## src/hdl/csd_pkg.sv

```systemverilog
package csd_pkg;

	localparam int ADDR_W = 8;
	localparam int DATA_W = 16;

	// register offsets
	localparam logic [7:0] OFF_CHAN_SEQ_CFG   = 8'h1b;
	localparam logic [7:0] OFF_SOFT_RESET     = 8'h1c;
	localparam logic [7:0] OFF_DRIVE_CHAN0    = 8'h1e;
	localparam logic [7:0] OFF_DRIVE_CHAN1    = 8'h1f;
	localparam logic [7:0] OFF_DRIVE_CHAN2    = 8'h20;
	localparam logic [7:0] OFF_DRIVE_CTRL     = 8'h40;

	// channel sequence config fields
	localparam int SCAN_EN_BIT     = 15;
	localparam int SCAN_ORDER_LSB  = 13;
	localparam int SEQ_RSVD_LSB    = 3;
	localparam int FILTER_LSB      = 0;
	localparam logic [9:0] SEQ_RSVD_RST = 10'h041;
	localparam logic [2:0] FILTER_RST   = 3'h7;

	// soft reset field
	localparam int SOFT_RST_BIT = 15;

	// drive register fields
	localparam int MANUAL_LSB = 11;
	localparam int CALIB_LSB  = 6;
	localparam logic [4:0] DRIVE_RST = 5'h00;

	// drive control register fields
	localparam int SINGLE_CHAN_LSB = 14;
	localparam int OVERRIDE_BIT    = 12;
	localparam int AMP_DIS_BIT     = 10;

	// filter bandwidth codes
	localparam logic [2:0] FILT_1MHZ   = 3'h1;
	localparam logic [2:0] FILT_3P3MHZ = 3'h4;
	localparam logic [2:0] FILT_10MHZ  = 3'h5;
	localparam logic [2:0] FILT_33MHZ  = 3'h7;

	// scan order codes
	localparam logic [1:0] ORDER_CH01   = 2'h0;
	localparam logic [1:0] ORDER_CH012  = 2'h1;
	localparam logic [1:0] ORDER_CH0123 = 2'h2;
	localparam logic [1:0] ORDER_CH01B  = 2'h3;

	typedef enum logic [1:0] {
		CSD_BW_1MHZ,
		CSD_BW_3P3MHZ,
		CSD_BW_10MHZ,
		CSD_BW_33MHZ
	} csd_bw_t;

	typedef struct packed {
		logic       scan_enable;
		logic [1:0] scan_order;
		logic [9:0] reserved;
		logic [2:0] filter_bw;
	} csd_seq_cfg_t;

	typedef struct packed {
		logic [4:0] manual_drive_level;
		logic [4:0] calibrated_drive_level;
	} csd_drive_t;

	typedef struct packed {
		logic       valid;
		logic [1:0] chan;
		logic [4:0] level;
	} csd_cal_upd_t;

endpackage

```

## src/hdl/csd_channel_scan_drive_config.sv

```systemverilog
`timescale 1ns/1ps
////////////////////////////////////////////////////////////////////////////////
// Overview of operation
// - scan off: convert continuously on the single selected channel.
// - scan on: run auto-scan over channels chosen by scan order.
// - auto-scan converts each sequence channel once, then restarts from channel 0.
// - scan order 00/11 ch0-1, 01 ch0-2, 10 ch0-3.
// - filter codes 001 1 MHz, 100 3.3, 101 10, 111 33 MHz; reset 111.
// - writing one to soft reset top bit resets the whole device; here the read data register clears only on hard reset.
// - soft reset trigger bit always reads zero.
// - manual drive level sets drive current during settling and conversion.
// - calibrated drive level is read-only, holds initial drive, resets zero.
// - calibrated level updates after each amplitude correction unless disabled.
// - single channel select codes 00..11 choose channels 0..3.
// - amplitude correction disable stops correction, freezes calibrated levels.
// - manual override switches conversion drive to per-channel manual levels.
module csd_channel_scan_drive_config #(
	parameter int NUM_CHAN = 4
) (
	input  wire logic                i_sys_clk,
	input  wire logic                i_rst,
	input  wire logic [7:0]          i_addr,
	input  wire logic [15:0]         i_wdata,
	input  wire logic                i_wr,
	input  wire logic                i_rd,
	output logic      [15:0]         o_rdata,
	input  wire logic                i_conv_done,
	input  wire logic                i_cal_valid,
	input  wire logic [1:0]          i_cal_chan,
	input  wire logic [4:0]          i_cal_level,
	output logic      [1:0]          o_single_channel_select,
	output logic                     o_scan_enable,
	output logic                     o_manual_drive_override,
	output logic                     o_amplitude_correction_disable,
	output logic      [4:0]          o_manual_drive_level,
	output csd_pkg::csd_bw_t         o_filter_bw,
	output logic                     o_soft_reset
);

	if (NUM_CHAN != 2 && NUM_CHAN != 4) begin : g_bad_num_chan
		$error("NUM_CHAN must be 2 or 4");
	end

	// drive registers exist for channels 0..2 only; ch3 lives elsewhere
	localparam int NDRV = 3;

	////////////////////////////////////////////////////////////////////////////
	// register state
	csd_pkg::csd_seq_cfg_t seq_q, seq_d;
	csd_pkg::csd_drive_t   drv_q [NDRV];
	csd_pkg::csd_drive_t   drv_d [NDRV];
	logic [1:0]            single_q, single_d;
	logic                  override_q, override_d;
	logic                  amp_dis_q, amp_dis_d;
	logic                  srst_q, srst_d;
	logic [15:0]           rdata_q, rdata_d;
	logic [1:0]            chan_q, chan_d;
	logic [1:0]            last_chan;
	logic                  full_rst;

	// soft reset is registered so the write completes before state clears
	assign full_rst = i_rst | srst_q;

	always_comb begin
		seq_d      = seq_q;
		single_d   = single_q;
		override_d = override_q;
		amp_dis_d  = amp_dis_q;
		srst_d     = 1'b0;
		for (int i = 0; i < NDRV; i++)
			drv_d[i] = drv_q[i];
		if (i_cal_valid && !amp_dis_q && i_cal_chan < 2'(NDRV))
			drv_d[i_cal_chan].calibrated_drive_level = i_cal_level;
		// writes during the soft reset pulse are lost, so the pulse cannot stretch
		if (i_wr && !srst_q) begin
			unique case (i_addr)
				csd_pkg::OFF_CHAN_SEQ_CFG: seq_d = i_wdata;
				csd_pkg::OFF_SOFT_RESET:
					srst_d = i_wdata[csd_pkg::SOFT_RST_BIT];
				csd_pkg::OFF_DRIVE_CHAN0:
					drv_d[0].manual_drive_level = i_wdata[csd_pkg::MANUAL_LSB +: 5];
				csd_pkg::OFF_DRIVE_CHAN1:
					drv_d[1].manual_drive_level = i_wdata[csd_pkg::MANUAL_LSB +: 5];
				csd_pkg::OFF_DRIVE_CHAN2:
					drv_d[2].manual_drive_level = i_wdata[csd_pkg::MANUAL_LSB +: 5];
				csd_pkg::OFF_DRIVE_CTRL: begin
					single_d   = i_wdata[csd_pkg::SINGLE_CHAN_LSB +: 2];
					override_d = i_wdata[csd_pkg::OVERRIDE_BIT];
					amp_dis_d  = i_wdata[csd_pkg::AMP_DIS_BIT];
				end
				default: ;
			endcase
		end
	end

	always_ff @(posedge i_sys_clk) begin
		if (full_rst) begin
			seq_q      <= {1'b0, 2'h0, csd_pkg::SEQ_RSVD_RST, csd_pkg::FILTER_RST};
			single_q   <= 2'h0;
			override_q <= 1'b0;
			amp_dis_q  <= 1'b0;
			for (int i = 0; i < NDRV; i++)
				drv_q[i] <= '{csd_pkg::DRIVE_RST, csd_pkg::DRIVE_RST};
		end else begin
			seq_q      <= seq_d;
			single_q   <= single_d;
			override_q <= override_d;
			amp_dis_q  <= amp_dis_d;
			for (int i = 0; i < NDRV; i++)
				drv_q[i] <= drv_d[i];
		end
	end

	// trigger only cleared by hard reset; otherwise it self-clears next cycle
	always_ff @(posedge i_sys_clk) begin
		if (i_rst)
			srst_q <= 1'b0;
		else
			srst_q <= srst_d;
	end

	////////////////////////////////////////////////////////////////////////////
	// read path
	always_comb begin
		rdata_d = 16'h0000;
		if (i_rd) begin
			unique case (i_addr)
				csd_pkg::OFF_CHAN_SEQ_CFG: rdata_d = seq_q;
				csd_pkg::OFF_SOFT_RESET:   rdata_d = 16'h0000;
				csd_pkg::OFF_DRIVE_CHAN0:  rdata_d = {drv_q[0], 6'h00};
				csd_pkg::OFF_DRIVE_CHAN1:  rdata_d = {drv_q[1], 6'h00};
				csd_pkg::OFF_DRIVE_CHAN2:  rdata_d = {drv_q[2], 6'h00};
				csd_pkg::OFF_DRIVE_CTRL: begin
					rdata_d[csd_pkg::SINGLE_CHAN_LSB +: 2] = single_q;
					rdata_d[csd_pkg::OVERRIDE_BIT]         = override_q;
					rdata_d[csd_pkg::AMP_DIS_BIT]          = amp_dis_q;
				end
				default: rdata_d = 16'h0000;
			endcase
		end
	end

	always_ff @(posedge i_sys_clk) begin
		if (i_rst)
			rdata_q <= 16'h0000;
		else
			rdata_q <= rdata_d;
	end

	////////////////////////////////////////////////////////////////////////////
	// channel sequencer
	always_comb begin
		unique case (seq_q.scan_order)
			csd_pkg::ORDER_CH012:  last_chan = 2'h2;
			csd_pkg::ORDER_CH0123: last_chan = 2'h3;
			default:               last_chan = 2'h1;
		endcase
		// two-channel part: clamp longer sequences to ch0-1
		if (NUM_CHAN == 2)
			last_chan = 2'h1;
	end

	always_comb begin
		chan_d = chan_q;
		if (!seq_q.scan_enable)
			chan_d = single_q;
		else if (chan_q > last_chan)
			chan_d = 2'h0;
		else if (i_conv_done)
			chan_d = (chan_q == last_chan) ? 2'h0 : chan_q + 2'h1;
	end

	always_ff @(posedge i_sys_clk) begin
		if (full_rst)
			chan_q <= 2'h0;
		else
			chan_q <= chan_d;
	end

	////////////////////////////////////////////////////////////////////////////
	// outputs
	always_comb begin
		unique case (seq_q.filter_bw)
			csd_pkg::FILT_1MHZ:   o_filter_bw = csd_pkg::CSD_BW_1MHZ;
			csd_pkg::FILT_3P3MHZ: o_filter_bw = csd_pkg::CSD_BW_3P3MHZ;
			csd_pkg::FILT_10MHZ:  o_filter_bw = csd_pkg::CSD_BW_10MHZ;
			default:              o_filter_bw = csd_pkg::CSD_BW_33MHZ;
		endcase
	end

	always_comb begin
		o_manual_drive_level = 5'h00;
		if (chan_q < 2'(NDRV))
			o_manual_drive_level = drv_q[chan_q].manual_drive_level;
	end

	assign o_rdata                        = rdata_q;
	assign o_single_channel_select                  = chan_q;
	assign o_scan_enable                  = seq_q.scan_enable;
	assign o_manual_drive_override        = override_q;
	assign o_amplitude_correction_disable = amp_dis_q;
	assign o_soft_reset                   = srst_q;

endmodule // csd_channel_scan_drive_config

```

## config.mk

```make
export PLATFORM = sky130hd
export DESIGN_NAME = csd_channel_scan_drive_config
export DESIGN_NICKNAME = d
export VERILOG_FILES = /design/src/hdl/csd_pkg.sv /design/src/hdl/csd_channel_scan_drive_config.sv
export SDC_FILE = /design/constraint.sdc
export NUM_CORES = 1
export LEC_CHECK = 0
export ABC_AREA = 1
export CORE_MARGIN = 2
export CORE_UTILIZATION = 37
export DETAILED_ROUTE_END_ITERATION = 8
export DONT_BUFFER_PORTS = 1
export SYNTH_ARGS = -nofsm -noshare
export SYNTH_HDL_FRONTEND = slang
export SYNTH_SLANG_ARGS = --single-unit
```

## constraint.sdc

```tcl
create_clock -name i_sys_clk -period 4.8 [get_ports i_sys_clk]
set_input_delay 0.48 -clock i_sys_clk [delete_from_list [all_inputs] [get_ports i_sys_clk]]
set_output_delay 0.48 -clock i_sys_clk [all_outputs]
set_load 0.01 [all_outputs]
```

# ---- Word-level counts from Yosys, hierarchy flattened
# Memory sizes are Yosys's and may differ from the RTL's. A register that Yosys moved wholly into a read port is not among the register bits.
# Index checks and enable logic that the tools add are counted.
dict set report classes {
  bitwise 8
  n_lt_le_gt_ge 5
  n_eq_ne 13
  muxes 31
  addsub 1
  n_reduce_logical 10
}
# op count
set ops {}
lappend ops {{$mux W5} 8}
lappend ops {{$pmux W10 S4} 1}
lappend ops {{$eq A8 B5 Y1 const B} 4}
lappend ops {{$bwmux W30} 1}
lappend ops {{$mux W10} 3}
lappend ops {{$mux W30} 1}
lappend ops {{$demux W10 S2} 1}
lappend ops {{$mux W2} 6}
lappend ops {{$pmux W1 S5} 2}
lappend ops {{$pmux W2 S5} 1}
lappend ops {{$eq A8 B6 Y1 const B} 1}
lappend ops {{$eq A8 B7 Y1 const B} 1}
lappend ops {{$pmux W1 S4} 2}
lappend ops {{$eq A3 B3 Y1 const B} 2}
lappend ops {{$pmux W2 S3} 1}
lappend ops {{$logic_and A1 B1 Y1} 4}
lappend ops {{$lt A2 B2 Y1 const B} 2}
lappend ops {{$or A1 B1 Y1} 4}
lappend ops {{$pmux W2 S2} 1}
lappend ops {{$reduce_and A2 Y1} 2}
lappend ops {{$eq A3 B1 Y1 const B} 1}
lappend ops {{$ge A3 B3 Y1 const B} 1}
lappend ops {{$lt A3 B1 Y1 const B} 1}
lappend ops {{$mux W1} 3}
lappend ops {{11 further kinds} 14}
dict set report word_totals {
  n_memories 1
  mem_bits_rw 30
  wordCells 79
  input_bits 37
  register_bits 39
  output_inout_bits 29
}
# name words word_bits read_ports rd_ports_with_merged_regs write_ports line_no
set mem_list {}
lappend mem_list {drv_q 3 10 4 1 3 csd_channel_scan_drive_config.sv:50} ;# csd_pkg::csd_drive_t drv_q [NDRV];

# ---- Depth between registers and ports, before layout
dict set report logic_depth {
  depth_word 10
  ltp_mapped 10
  mapped_depth_nobuf 10
}

# ---- Worst setup path after synthesis
# Ideal clock, no wire load.
dict set report synth_timing {
  path_kind {flip-flop to flip-flop}
  from {register seq_q[14] in the netlist's numbering}
  to {register (tool-made name)}
  arrival_time_ns 1.452
  stages_incl_launch_ff 10
  path_buffers 0
  path_slack_ns 3.229
  synth_period_minus_slack_ns 1.571
  setup_time_ns 0.119
  required_ns 4.681
  cell_sequence {dfxtp_1 inv_1 ha_1 ha_1 nand2_1 inv_1 o21ai_0 inv_1 nor2_1 nor2_1}
}
# item line_no
set synth_lines {}
lappend synth_lines {{from (decl)} csd_channel_scan_drive_config.sv:49} ;# csd_pkg::csd_seq_cfg_t seq_q, seq_d;
lappend synth_lines {{from (signal assigned)} csd_channel_scan_drive_config.sv:98} ;# seq_q <= {1'b0, 2'h0, csd_pkg::SEQ_RSVD_RST, csd_pkg::FILTER_RST};
lappend synth_lines {{from (signal assigned)} csd_channel_scan_drive_config.sv:105} ;# seq_q <= seq_d;

# ---- Worst setup path after layout
dict set report layout_timing {
  from {register chan_q[1], in the netlist o_single_channel_select[1]}
  to {output o_manual_drive_level[4]}
}
dict set report layout_via {
  elab_chain_len 2
}
# item line_no
set layout_lines {}
lappend layout_lines {{from (decl)} csd_channel_scan_drive_config.sv:57} ;# logic [1:0] chan_q, chan_d;
lappend layout_lines {{from (signal assigned)} csd_channel_scan_drive_config.sv:177} ;# chan_q <= chan_d;
lappend layout_lines {{$lt A2 B2 Y1} csd_channel_scan_drive_config.sv:193} ;# if (chan_q < 2'(NDRV))
lappend layout_lines {{$mux W5} csd_channel_scan_drive_config.sv:193}
lappend layout_lines {{to (decl)} csd_channel_scan_drive_config.sv:35} ;# output logic [4:0] o_manual_drive_level,
# No other way between the ends.

==> metrics <==
R2R Setup Slk 3.04 ns; first-pass GRT wire length 12500 um; CTS root buf clkbuf_8; DR DRC count 0; Worst Hold Depth 2; Max Clk Rate 534 MHz; Arrival @ worst endpoint 1.39 ns; vias in the first global route 2603; Max VDD drop 0.000138 V; diodes inserted 0; core footprint 8220 sq um; Starting Density 38.3%; pwr/cell area 341 nW/um^2; H-Tree Depth 3; Mapped Nets 478; grt ovf 0; layout cells sized above 1 6.62%; Post-Route WL 7690 um; clk slew on worst S/H paths 0.07 ns; Post-CTS Resized 0; Pre-antenna DRT Iters 4; Worst-Skew Late Latency 0.35 ns; largest net degree at the start of global routing 40; Via Count 2738; max_slew headroom 41.0%; fin nets 475; EDFF count, synth 0; ys async rst share 0%; crit path cell chain ha_1 > a21oi_1 > o21ai_0 > inv_1; CTS tree built; HPWL after DPL 5710 um; Critical Path End Type primary output; via density per instance 5.04; Synth Instances 437; r2r startpoint seq_q[14]; clock tree buffer depth 2; Period Utilization, post-route 39.0%; max incr delay on CP 0.47 ns; Slew Viols, Final 0; Synth Area per Inst 7.20 sq um; hold_sp i_wdata[9]; P_leak 1.33 nW; CTS Sinks 71; Layout area overhead 7.91%; slowest CP cell dfxtp_1; worst hold endpoint seq_q[9]; Iter 0 DRT Violations 100; I/O Pins 66; Worst Path Buf+Inv 1; Most used DFF post-synth dfxtp_1; initial antenna violation count 0; sequential cell area fraction in the yosys report 45.2%; CP Class register to primary output; Min-Delay Path Class input port to register; port buffer count 0; status complete, no violations; synthesized area 3150 sq um; WL/cell 14.2 um; TritonCTS Buffers 9; yosys synthesis warning count 0; Yosys reg bits 71; Setup Viol. Count Final 0; Max Cap Violations 0; Antenna Nets Post-Route 0; Max FO, Critical Path 5; Worst path top cell family by delay flip-flops; final setup TNS 0 ns; worst-margin pin slew 0.882 ns; Total GRT Usage 17.9%; clk_skew 0.00902 ns; count of final hold-check violations 0; number of core rows 33; Place WS 2.71 ns; hold bufs inserted after CTS 0; library cells used by synthesis 25; final setup margin 2.93 ns; CP Data Required Time 4.32 ns; Post-CTS Setup Bufs 0; Post-Layout Cell Count 543; Placed Cells 528; unrepaired setup endpoints after global routing no; Die Ht 96.2 um; Tmin final 1.87 ns; type of origin of the critical path register; GP Congestion 0.838; cell depth of the worst flop-to-flop path 9; die width 96.2 um; Die ar. 9260 sq um
## layout by cell type, fill, tap and decap left out, drive strengths merged
cell type  count
nand3         41
dfxtp         71
clkinv         4
nand2         69
clkbuf        11
bufinv         2
nor4           1
nor2          71
o21ai         62
buf            1
nand4          2
ha             4
a21oi         40
nor3           6
inv           53
## per-stage QoR
step	utilization, %	total power, mW	area, sq um	hold slack [ns]
floorplan	-	0.650	3150	0.418
global placement	38.8	0.657	3190	0.444
detailed placement	38.8	0.658	3190	0.446
CTS	41.3	1.17	3400	0.231
global route	41.3	1.21	3400	0.247
finish	41.3	1.16	3400	0.247
## cell usage after synthesis (2+ instances only)
cell type,number,area (sq um)
dfxtp_1,71,1420
nand2_1,67,251
nor2_1,65,244
inv_1,52,195
o21ai_0,51,255
a21oi_1,40,200
nand3_1,38,190
o21ai_1,11,55.1
nor3_1,6,30.0
buf_2,5,25.0
buf_6,5,56.3
clkbuf_1,4,15.0
ha_1,4,50.1
nor2_4,4,45.0
nand3_4,2,35.0
nand4_1,2,12.5
nor2_2,2,12.5
## final cells by class
type	count	area, sq um
clock buffers	11	141
clock inverters	4	70.1
fillers	848	4820
inverters	55	208
multi-input cells	296	1420
flip-flops and latches	71	1420
well taps	105	131
repair buffers	1	7.51
## state kept, by name, indices dropped and copies added, names as in the netlist, named ones only
signal	cells
o_soft_reset	1
drv_q	30
o_manual_drive_override	1
seq_q	15
o_scan_enable	1
o_amplitude_correction_disable	1
o_single_channel_select	2
o_rdata	16
single_q	2
## worst max path at each step
stage                               startpoint                       to  depth (start not counted)  slack, ns
floorplan                            seq_q[14]                 register                          9       3.23
global placement                     i_addr[6]                seq_q[11]                          7       2.78
detailed placement                   i_addr[6]                seq_q[11]                          7       2.71
CTS                 o_single_channel_select[1]  o_manual_drive_level[4]                          4       2.88
global route        o_single_channel_select[1]  o_manual_drive_level[0]                          4       2.76
finish              o_single_channel_select[1]  o_manual_drive_level[4]                          4       2.93
## power by group
part | total, mW | switching [mW] | internal [mW]
combinational | 0.0449 | 0.0321 | 0.0128
sequential | 0.599 | 0.00354 | 0.596
clock | 0.515 | 0.213 | 0.302
## metal layers
metal / GRT usage, % / part of all wire [%] / vias to the layer above
met4: 10.1 / 2.5 / 0
met1: 21.8 / 46 / 1228
met3: 4.70 / 6.1 / 20
li1: - / - / 1408
met5: 0 / 0 / -
met2: 28.5 / 45 / 82
## logic make-up (layout without fill, tap and decap cells)
group / after synthesis / after routing / share of synthesized area, %
AOI/OAI and AO/OA: 102 / 102 / 16.2
adders and majority gates: 4 / 4 / 1.59
buffers and inverters: 70 / 71 / 9.90
DFF: 71 / 71 / 45.2
and+or+nand+nor: 190 / 190 / 27.1
(Power assumes the default switching activity.)
